--- src/core/cpmrc_pkg.sv ---
package cpmrc_pkg;

    // ----------------------------------------
    // register map
    // ----------------------------------------
    localparam logic [3:0] ADDR_OSC_CTRL = 4'h0;
    localparam logic [3:0] ADDR_PLL_CTRL = 4'h1;
    localparam logic [3:0] ADDR_PLL_STAT = 4'h2;
    localparam logic [3:0] ADDR_LSO_CTRL = 4'h3;
    localparam logic [3:0] ADDR_WAKE_CTRL = 4'h4;
    localparam logic [3:0] ADDR_WAKE_CNT = 4'h5;
    localparam logic [3:0] ADDR_TEMPLATE = 4'h6;
    localparam logic [3:0] ADDR_MODE = 4'h7;
    localparam logic [3:0] ADDR_RESET = 4'h8;
    localparam logic [3:0] ADDR_WDOG = 4'h9;

    // ----------------------------------------
    // field positions and codes
    // ----------------------------------------
    localparam int OSC_DBL_EN_BIT = 3;
    localparam int OSC_DBL_SRC_BIT = 4;
    localparam int PLL_EN_BIT = 0;
    localparam int PLL_CLR_RST_BIT = 0;
    localparam int WAKE_EN_BIT = 0;
    localparam int WAKE_IRQ_BIT = 1;
    localparam int WAKE_CLR_BIT = 2;
    localparam int RST_SW_BIT = 0;
    localparam int CPU_TEMPLATE_BIT = 0;
    localparam logic [2:0] IMO_3M = 3'h0;
    localparam logic [2:0] IMO_48M = 3'h4;
    localparam logic [15:0] WDOG_KEY = 16'hA5A5;

    localparam logic [2:0] RST_SRC_NONE = 3'h0;
    localparam logic [2:0] RST_SRC_EXT = 3'h1;
    localparam logic [2:0] RST_SRC_WDOG = 3'h2;
    localparam logic [2:0] RST_SRC_SW = 3'h3;
    localparam logic [2:0] RST_SRC_POWER = 3'h4;

    // ----------------------------------------
    // reset values
    // ----------------------------------------
    localparam logic [7:0] TEMPLATE_RST = 8'hFF;
    localparam logic [3:0] PLL_IN_DIV_RST = 4'h0;
    localparam logic [5:0] PLL_FB_DIV_RST = 6'h0F;

    // ----------------------------------------
    // timing
    // ----------------------------------------
    localparam int CLK_HZ = 20000000;
    localparam int PLL_LOCK_US = 250;
    localparam int PLL_LOCK_CYC = (PLL_LOCK_US * (CLK_HZ / 1000000) > 0) ?
        PLL_LOCK_US * (CLK_HZ / 1000000) : 1;
    localparam int WAKE_TIME_US = 125;
    localparam int WAKE_TIME_CYC = WAKE_TIME_US * (CLK_HZ / 1000000);
    localparam int RST_PULSE_CYC = 4;

    typedef enum logic [3:0] {
        CPMRC_ACTIVE = 4'b0001,
        CPMRC_ALT_ACTIVE = 4'b0010,
        CPMRC_SLEEP = 4'b0100,
        CPMRC_HIBERNATE = 4'b1000
    } cpmrc_mode_e;

    typedef struct packed {
        logic [3:0] addr;
        logic [31:0] wdata;
        logic wr;
        logic rd;
    } cpmrc_bus_s;

    typedef struct packed {
        logic [2:0] imo_sel;
        logic dbl_en;
        logic dbl_src;
        logic pll_en;
        logic [1:0] pll_src;
        logic [3:0] pll_in_div;
        logic [5:0] pll_fb_div;
        logic [1:0] slow_sel;
    } cpmrc_clk_s;

endpackage

--- src/core/cpmrc_top.sv ---
`timescale 1ns/1ps

// Notes on behaviour
// - main oscillator selects 3,6,12,24,48 MHz
// - doubler x2, source crystal or interconnect
// - pll 24-67 MHz, input/feedback dividers
// - pll reference: main, crystal, interconnect
// - pll locks within 250 us, status bit
// - lock also driven out as routable signal
// - low-speed osc gives 1k, 33k, 100k
// - 100k as cpu clock, fast interval counter
// - wake counter free-runs on 1k ticks
// - wake counter stops in hibernate, debug halt
// - firmware may clear wake counter anytime
// - periodic wake events, optional interrupt request
// - active template bits gate subsystem clocks
// - cpu may stop itself, re-enabled on wake
// - wake returns active mode, cpu enabled
// - active mode after boot
// - sleep: cpu off, counter runs, wake 125us
// - hibernate keeps state, leaves on external reset
// - external reset pin low holds reset
// - watchdog resets if unserviced, active only
// - software-triggered reset available
module cpmrc_top #(
    parameter logic [31:0] WDOG_TIMEOUT = 32'd100000,
    parameter logic [15:0] WAKE_INTERVAL = 16'd1000,
    parameter int PLL_LOCK_CYCLES = cpmrc_pkg::PLL_LOCK_CYC
) (
    input wire logic i_clk,
    input wire logic i_rstn,
    input wire cpmrc_pkg::cpmrc_bus_s i_bus,
    input wire logic i_ext_reset_n,
    input wire logic i_slow_tick_1k,
    input wire logic i_power_fault,
    input wire logic i_debug_halt,
    output logic [31:0] o_rdata,
    output cpmrc_pkg::cpmrc_clk_s o_clk_cfg,
    output logic o_pll_lock,
    output logic [7:0] o_clk_gate_en,
    output logic o_cpu_en,
    output logic [3:0] o_mode,
    output logic o_wake_event,
    output logic o_wake_irq,
    output logic o_sys_reset
);
    import cpmrc_pkg::*;

    // ----------------------------------------
    // pin synchronisers
    // ----------------------------------------
    // tick edge needs a third flop, read only past the sync pair
    logic [1:0] ext_sync_reg;
    logic [2:0] tick_sync_reg;
    logic [1:0] dbg_sync_reg;
    logic [1:0] pf_sync_reg;
    logic ext_rst;
    logic tick_1k;

    always_ff @(posedge i_clk or negedge i_rstn) begin
        if (!i_rstn) begin
            ext_sync_reg <= 2'h3;
            tick_sync_reg <= 3'h0;
            dbg_sync_reg <= 2'h0;
            pf_sync_reg <= 2'h0;
        end else begin
            ext_sync_reg <= {ext_sync_reg[0], i_ext_reset_n};
            tick_sync_reg <= {tick_sync_reg[1:0], i_slow_tick_1k};
            dbg_sync_reg <= {dbg_sync_reg[0], i_debug_halt};
            pf_sync_reg <= {pf_sync_reg[0], i_power_fault};
        end
    end

    assign ext_rst = !ext_sync_reg[1];
    assign tick_1k = tick_sync_reg[1] && !tick_sync_reg[2];

    // ----------------------------------------
    // clock configuration
    // ----------------------------------------
    cpmrc_clk_s clk_reg;
    cpmrc_mode_e mode_reg;
    logic [7:0] template_reg;
    logic cpu_off_reg;
    logic [1:0] wake_ctrl_reg;
    logic [15:0] wake_cnt_reg;
    logic [15:0] wake_acc_reg;
    logic wake_reg;
    logic wake_irq_reg;
    logic [31:0] wdog_reg;
    logic wdog_fire;
    logic sw_fire;
    logic [2:0] rst_src_reg;
    logic [2:0] rst_cnt_reg;
    logic [31:0] pll_cnt_reg;
    logic lock_reg;
    logic [31:0] rdata_reg;
    logic wake_pending_reg;
    logic [31:0] wake_dly_reg;


    // one decode shared by every register write
    function automatic logic wr_hit(input cpmrc_bus_s b, input logic [3:0] a);
        return b.wr && (b.addr == a);
    endfunction

    always_ff @(posedge i_clk or negedge i_rstn) begin
        if (!i_rstn) begin
            clk_reg <= '0;
            clk_reg.pll_in_div <= PLL_IN_DIV_RST;
            clk_reg.pll_fb_div <= PLL_FB_DIV_RST;
        end else if (wr_hit(i_bus, ADDR_OSC_CTRL)) begin
            // codes above 48 MHz clamp, only five outputs exist
            clk_reg.imo_sel <= (i_bus.wdata[2:0] > IMO_48M) ? IMO_48M
                               : i_bus.wdata[2:0];
            clk_reg.dbl_en <= i_bus.wdata[OSC_DBL_EN_BIT];
            clk_reg.dbl_src <= i_bus.wdata[OSC_DBL_SRC_BIT];
            clk_reg.slow_sel <= i_bus.wdata[6:5];
        end else if (wr_hit(i_bus, ADDR_PLL_CTRL)) begin
            clk_reg.pll_en <= i_bus.wdata[PLL_EN_BIT];
            // source code 3 is unused; it falls back to the main oscillator
            clk_reg.pll_src <= (i_bus.wdata[2:1] == 2'h3) ? 2'h0
                               : i_bus.wdata[2:1];
            clk_reg.pll_in_div <= i_bus.wdata[7:4];
            clk_reg.pll_fb_div <= i_bus.wdata[13:8];
        end
    end

    // ----------------------------------------
    // pll lock timer
    // ----------------------------------------
    always_ff @(posedge i_clk or negedge i_rstn) begin
        if (!i_rstn) begin
            pll_cnt_reg <= 32'h0;
            lock_reg <= 1'b0;
        end else if (!clk_reg.pll_en || wr_hit(i_bus, ADDR_PLL_CTRL)) begin
            // any reprogramming restarts the lock wait
            pll_cnt_reg <= 32'h0;
            lock_reg <= 1'b0;
        end else if (pll_cnt_reg >= 32'(PLL_LOCK_CYCLES - 1)) begin
            lock_reg <= 1'b1;
        end else begin
            pll_cnt_reg <= pll_cnt_reg + 32'h1;
        end
    end

    // ----------------------------------------
    // wake counter
    // ----------------------------------------
    always_ff @(posedge i_clk or negedge i_rstn) begin
        if (!i_rstn) begin
            wake_ctrl_reg <= 2'h0;
        end else if (wr_hit(i_bus, ADDR_WAKE_CTRL)) begin
            wake_ctrl_reg <= {i_bus.wdata[WAKE_IRQ_BIT], i_bus.wdata[WAKE_EN_BIT]};
        end
    end

    always_ff @(posedge i_clk or negedge i_rstn) begin
        if (!i_rstn) begin
            wake_cnt_reg <= 16'h0;
            wake_acc_reg <= 16'h0;
            wake_reg <= 1'b0;
            wake_irq_reg <= 1'b0;
        end else begin
            wake_reg <= 1'b0;
            wake_irq_reg <= 1'b0;
            // a clear beats a tick landing in the same cycle
            if (wr_hit(i_bus, ADDR_WAKE_CTRL) && i_bus.wdata[WAKE_CLR_BIT]) begin
                wake_cnt_reg <= 16'h0;
                wake_acc_reg <= 16'h0;
            end else if (tick_1k && mode_reg != CPMRC_HIBERNATE
                         && !dbg_sync_reg[1]) begin
                wake_cnt_reg <= wake_cnt_reg + 16'h1;
                if (wake_acc_reg >= WAKE_INTERVAL - 16'h1) begin
                    wake_acc_reg <= 16'h0;
                    wake_reg <= wake_ctrl_reg[0];
                    wake_irq_reg <= wake_ctrl_reg[0] && wake_ctrl_reg[1];
                end else begin
                    wake_acc_reg <= wake_acc_reg + 16'h1;
                end
            end
        end
    end

    // ----------------------------------------
    // power modes
    // ----------------------------------------
    always_ff @(posedge i_clk or negedge i_rstn) begin
        if (!i_rstn) begin
            mode_reg <= CPMRC_ACTIVE;
            template_reg <= TEMPLATE_RST;
            cpu_off_reg <= 1'b0;
            wake_pending_reg <= 1'b0;
            wake_dly_reg <= 32'h0;
        end else if (o_sys_reset) begin
            // a device reset outranks any pending wake
            mode_reg <= CPMRC_ACTIVE;
            cpu_off_reg <= 1'b0;
            wake_pending_reg <= 1'b0;
        end else begin
            if (wr_hit(i_bus, ADDR_TEMPLATE)) begin
                template_reg <= i_bus.wdata[7:0];
                cpu_off_reg <= !i_bus.wdata[CPU_TEMPLATE_BIT];
            end
            case (mode_reg)
                CPMRC_ACTIVE, CPMRC_ALT_ACTIVE: begin
                    if (wake_reg) begin
                        mode_reg <= CPMRC_ACTIVE;
                        cpu_off_reg <= 1'b0;
                    end else if (wr_hit(i_bus, ADDR_MODE)) begin
                        // low-power entry trusts firmware to stop the pll first
                        case (i_bus.wdata[1:0])
                            2'h1: mode_reg <= CPMRC_ALT_ACTIVE;
                            2'h2: mode_reg <= CPMRC_SLEEP;
                            2'h3: mode_reg <= CPMRC_HIBERNATE;
                            default: mode_reg <= CPMRC_ACTIVE;
                        endcase
                    end
                end
                CPMRC_SLEEP: begin
                    // wake latency is counted here, the counter keeps running
                    if (wake_reg) begin
                        wake_pending_reg <= 1'b1;
                        wake_dly_reg <= 32'h0;
                    end else if (wake_pending_reg) begin
                        if (wake_dly_reg >= 32'(WAKE_TIME_CYC - 1)) begin
                            mode_reg <= CPMRC_ACTIVE;
                            cpu_off_reg <= 1'b0;
                            wake_pending_reg <= 1'b0;
                        end else begin
                            wake_dly_reg <= wake_dly_reg + 32'h1;
                        end
                    end
                end
                CPMRC_HIBERNATE: begin
                    // only the reset branch above leaves hibernate
                    mode_reg <= CPMRC_HIBERNATE;
                end
                default: mode_reg <= CPMRC_ACTIVE;
            endcase
        end
    end

    // ----------------------------------------
    // watchdog, software and reset sources
    // ----------------------------------------
    assign sw_fire = wr_hit(i_bus, ADDR_RESET) && i_bus.wdata[RST_SW_BIT];
    assign wdog_fire = (mode_reg == CPMRC_ACTIVE) && (wdog_reg >= WDOG_TIMEOUT);

    // counter parks at timeout until the reset clears it

    always_ff @(posedge i_clk or negedge i_rstn) begin
        if (!i_rstn) begin
            wdog_reg <= 32'h0;
        end else if (o_sys_reset || mode_reg != CPMRC_ACTIVE
                     || (wr_hit(i_bus, ADDR_WDOG) && i_bus.wdata[15:0] == WDOG_KEY)) begin
            wdog_reg <= 32'h0;
        end else if (!wdog_fire) begin
            wdog_reg <= wdog_reg + 32'h1;
        end
    end

    always_ff @(posedge i_clk or negedge i_rstn) begin
        if (!i_rstn) begin
            rst_src_reg <= RST_SRC_NONE;
            rst_cnt_reg <= 3'h0;
            o_sys_reset <= 1'b1;
        end else begin
            // external pin wins because it alone also ends hibernate
            if (ext_rst) begin
                rst_src_reg <= RST_SRC_EXT;
                rst_cnt_reg <= 3'(RST_PULSE_CYC);
            end else if (mode_reg != CPMRC_HIBERNATE && pf_sync_reg[1]) begin
                rst_src_reg <= RST_SRC_POWER;
                rst_cnt_reg <= 3'(RST_PULSE_CYC);
            end else if (wdog_fire) begin
                rst_src_reg <= RST_SRC_WDOG;
                rst_cnt_reg <= 3'(RST_PULSE_CYC);
            end else if (sw_fire && mode_reg != CPMRC_HIBERNATE) begin
                rst_src_reg <= RST_SRC_SW;
                rst_cnt_reg <= 3'(RST_PULSE_CYC);
            end else if (rst_cnt_reg != 3'h0) begin
                rst_cnt_reg <= rst_cnt_reg - 3'h1;
            end
            // pulse stretch keeps one-cycle sources visible downstream
            o_sys_reset <= ext_rst || (rst_cnt_reg > 3'h1)
                           || (wdog_fire || (sw_fire && mode_reg != CPMRC_HIBERNATE));
        end
    end

    // ----------------------------------------
    // read port and outputs
    // ----------------------------------------
    // read data lasts one cycle, zero otherwise

    always_ff @(posedge i_clk or negedge i_rstn) begin
        if (!i_rstn) begin
            rdata_reg <= 32'h0;
        end else if (i_bus.rd) begin
            case (i_bus.addr)
                ADDR_OSC_CTRL: rdata_reg <= {25'h0, clk_reg.slow_sel, clk_reg.dbl_src,
                                             clk_reg.dbl_en, clk_reg.imo_sel};
                ADDR_PLL_CTRL: rdata_reg <= {18'h0, clk_reg.pll_fb_div, clk_reg.pll_in_div,
                                             1'b0, clk_reg.pll_src, clk_reg.pll_en};
                ADDR_PLL_STAT: rdata_reg <= {31'h0, lock_reg};
                ADDR_WAKE_CTRL: rdata_reg <= {30'h0, wake_ctrl_reg};
                ADDR_WAKE_CNT: rdata_reg <= {16'h0, wake_cnt_reg};
                ADDR_TEMPLATE: rdata_reg <= {24'h0, template_reg};
                ADDR_MODE: rdata_reg <= {28'h0, mode_reg};
                ADDR_RESET: rdata_reg <= {29'h0, rst_src_reg};
                ADDR_WDOG: rdata_reg <= wdog_reg;
                default: rdata_reg <= 32'h0;
            endcase
        end else begin
            rdata_reg <= 32'h0;
        end
    end

    // outputs registered once more, one cycle behind state

    always_ff @(posedge i_clk or negedge i_rstn) begin
        if (!i_rstn) begin
            o_clk_cfg <= '0;
            o_pll_lock <= 1'b0;
            o_clk_gate_en <= 8'h0;
            o_cpu_en <= 1'b0;
            o_mode <= 4'h0;
            o_wake_event <= 1'b0;
            o_wake_irq <= 1'b0;
        end else begin
            o_clk_cfg <= clk_reg;
            o_pll_lock <= lock_reg;
            // low-power modes gate everything; alt active uses its template too
            o_clk_gate_en <= (mode_reg == CPMRC_ACTIVE || mode_reg == CPMRC_ALT_ACTIVE)
                             ? template_reg : 8'h0;
            o_cpu_en <= (mode_reg == CPMRC_ACTIVE) && !cpu_off_reg;
            o_mode <= mode_reg;
            o_wake_event <= wake_reg;
            o_wake_irq <= wake_irq_reg;
        end
    end

    // read data already comes straight from its register
    assign o_rdata = rdata_reg;

endmodule

--- config.mk ---
export PLATFORM = sky130hd
export DESIGN_NAME = cpmrc_top
export DESIGN_NICKNAME = d
export VERILOG_FILES = /design/src/core/cpmrc_pkg.sv /design/src/core/cpmrc_top.sv
export SDC_FILE = /design/constraint.sdc
export NUM_CORES = 1
export LEC_CHECK = 0
export CAP_MARGIN = 0
export CORE_MARGIN = 2
export CORE_UTILIZATION = 35
export DETAILED_ROUTE_END_ITERATION = 10
export DONT_BUFFER_PORTS = 1
export GPL_TIMING_DRIVEN = 0
export PLACE_DENSITY_LB_ADDON = 0.25
export SLEW_MARGIN = 20
export SYNTH_ARGS = -nofsm -noshare
export SYNTH_HDL_FRONTEND = slang
export SYNTH_SLANG_ARGS = --single-unit
export TNS_END_PERCENT = 10
--- constraint.sdc ---
create_clock -name i_clk -period 2.7 [get_ports i_clk]
set_clock_uncertainty 0.2 [all_clocks]
set_input_delay 0 -clock i_clk [delete_from_list [all_inputs] [get_ports i_clk]]
set_output_delay 0 -clock i_clk [all_outputs]
set_load 0.005 [all_outputs]
==> results.ini <==
[run_status]
status = finished, violations left
violations = negative hold slack

[die]
coreArea_um2 = 29400
die_h_um = 176.3
dieArea_um2 = 31080
pin_count = 113
die_x_um = 176.3
initial_core_util_pct = 35.33
rows = 63

[drt]
vias_per_cell = 5.204
drc = 0
vias = 7286
firstDrtPassIters = 5
drt-total-wl_um = 25600
detail_route.wl_per_cell_um = 18.28
postRouteAntennaNets = 0
drtIter0Drc = 510

[timing]
max_freq_mhz = 375.6
hold_ws_ns = -1.055
tightest_slew_ns = 0.7143
tns_ns = 0
slew_violations = 0
rsz0062_at_grt = true
finalHoldViolCount = 251
relSlewSlack_pct = 52.12
finalCritPeriodShare_pct = 98.62
fin_crit_ns = 2.663
setup_viol = 0

[run]
cap_violations = 0

[worst_setup_path]
slowest_delay_ns = 0.44
critPathLaunchType = flop
cp_top_family = simple AND/OR/NAND/NOR gates
path_class = reg2reg
path_buf_inv = 2
cpMostUsedCell = or4_4
worstSetupPathDepth = 8
crit_fanout = 10
worst_setup_path_end_kind = flop
crit_chain = ha_2 -> or4_4 -> o2111a_1 -> or4_4 -> buf_6 -> clkbuf_4 -> o21ai_0 -> a21oi_1
crit_arrival_ns = 2.88
required_ns = 2.92
cp_slowest_cell = or4_4
rr_worst_depth = 8

[cts]
root_buffer = clkbuf_16
numCtsBuffers = 27
h-tree-depth = 1
clkSlewWorstSetupHoldPaths_ns = 0.06
cts_tree = done
clock_latency_ns = 0.55
clock_path_buffers = 3
hold_buffers = 43
clock_sinks = 251

[synthesis]
netlist_top_cells_area = dfrtp_1, and2_1, dfstp_2
synth_compound_area_share_pct = 10.66
synth_cell_types = 62
synthSimpleGateAreaFrac_pct = 20.59
avgSynthCellArea_um2 = 11.33
ys_seq_elements = 251
synth_top_area_share_pct = 56.61
ys_seq_area_share_pct = 60.65
synth.area.mux_share_pct = 3.083
synth_cells = 917
synth_top_area_cell = dfrtp_1
synth.most_common_cell = dfrtp_1
synth_enable_flop_cells = 0
syn_nets = 970
synth_xor_area_share_pct = 1.686
synth_fa_ha_area_share_pct = 1.084
netlist_top_cells_count = dfrtp_1, and2_1, nand2_1
async_reset_ff_share_pct = 100.0
synth_area_um2 = 10390
synth_ff_type = dfrtp_1
synth_top_family_by_area = simple AND/OR/NAND/NOR gates
yosysWarnings = 0

[power]
p_leak_nw = 5.323
power_density_nw_per_um2 = 687.0
power_frac_seq_pct = 50.5
power_frac_comb_pct = 6.1
intPower_mw = 6.403
ir_worst_vdd_uv = 435.2
switchingPower_mw = 2.071
p_sw_share_pct = 24.44
clkPwrFrac_pct = 43.3

[placement]
port_buffers = 0
gp_congestion = 0.7925
hpwl_um = 17010
dp.cells = 1308

[grt]
grt_pass1_wl_um = 41670
first_global_vias = 7380
grt-ovfl-total = 0
grt_max_degree = 252
grt.total_usage_pct = 16.84
antenna_found_initial = 3

[layout]
seqCellArea_um2 = 6304
layout-drive-gt1-share_pct = 12.59
fin_cells = 1400
nets = 1041
syn2layout_area_growth_pct = 18.72
fillers = 2752
multiInputGateArea_um2 = 3974
utilization_pct = 41.95

[hold_path]
hold_path.class = in2async

-- path summary, 6_finish.rpt --
check | from | to | slack, ns
setup / recovery | wake_dly_reg[0] | wake_dly_reg[6] | 0.04
hold / removal | i_rstn | o_rdata[28] | -1.05
setup reg to reg | wake_dly_reg[0] | wake_dly_reg[6] | 0.04
hold reg to reg | tick_sync_reg[0] | tick_sync_reg[1] | 0.15
max in group asynchronous | i_rstn | template_reg[2] | 3.01
min in group i_clk | i_bus[35] | wake_cnt_reg[11] | 0
-- worst register-to-register path: stages, from the launching register on --
cell and delay [ns]:
dfrtp_1 0.41, ha_2 0.21, or4_4 0.42, o2111a_1 0.27, or4_4 0.44, buf_6 0.16, clkbuf_4 0.17, o21ai_0 0.18
a21oi_1 0.08
-- logic make-up after synthesis --
logic type                 Yosys count
and+or+nand+nor                    377
DFF                                251
AOI/OAI and AO/OA                  172
buffers and inverters               59
muxes                               29
xor gates and xnor gates            20
adders and majority gates            9
-- power by group through the flow --
stage	Combinational (mW)	Sequential, mW	Clock [mW]
floorplan	0.343	4.24	0
global placement	0.423	4.35	0
detailed placement	0.434	4.35	0
CTS	0.517	4.28	3.77
global route	0.590	4.31	3.92
finish	0.520	4.28	3.67
-- cell type report --
| cell class | count | area share (%) |
|---|---|---|
| Timing Repair Buffer | 45 | 3.591 |
| Tap cell | 390 | 3.957 |
| Multi-Input combinational cell | 607 | 32.22 |
| Clock inverter | 17 | 1.268 |
| Sequential cell | 251 | 51.11 |
| Buffer | 37 | 1.349 |
| Antenna cell | 1 | 0.02029 |
| Clock buffer | 33 | 5.904 |
| Inverter | 19 | 0.5783 |
-- routing by layer --
metal / up-vias / share of wire [%] / global-route usage (%)
li1: 3455 / - / -
met1: 3591 / 46 / 24.03
met2: 187 / 46 / 26.32
met3: 49 / 5.3 / 3.079
met4: 4 / 2.7 / 4.787
met5: - / 0.11 / 0
-- cell usage in the layout (no fill, tap or decap), drive strengths merged, types with 4 or more instances in the layout --
cell,count
o21a,8
xnor2,18
ha,9
nand4,12
or4b,4
nor3b,7
o21ai,35
nor2,45
a21oi,50
mux2,24
mux2i,5
and4,6
clkbuf,65
nor4,29
or4,17
clkinvlp,4
dfstp,16
a31oi,9
buf,7
o211ai,4
nand2b,7
and2,87
inv,21
dfrtp,235
nor2b,4
nor4b,6
or3,9
nor3,20
a22oi,18
and3,15
dlygate4sd3,43
clkinv,9
a222oi,4
nand3,31
o31ai,18
nand2,63
-- metrics by stage --
step	power, mW	setup slack, ns	hold slack [ns]	area, µm²
finish	8.473	0.03735	-1.055	12330
global route	8.823	-0.05940	-1.072	12330
CTS	8.564	-0.03648	-1.077	12280
detailed placement	4.781	-0.3382	-0.4900	10890
global placement	4.770	-0.4374	-0.4886	10880
floorplan	4.587	0.09319	-0.4956	10390
-- what timing repair did --
item,4_1_cts,5_1_grt
resized for setup,17,16
buffers inserted,1,0
hold endpoints to repair,360,251
pin swaps,5,0
setup endpoints to repair,55,41
(Power assumes the default switching activity.)
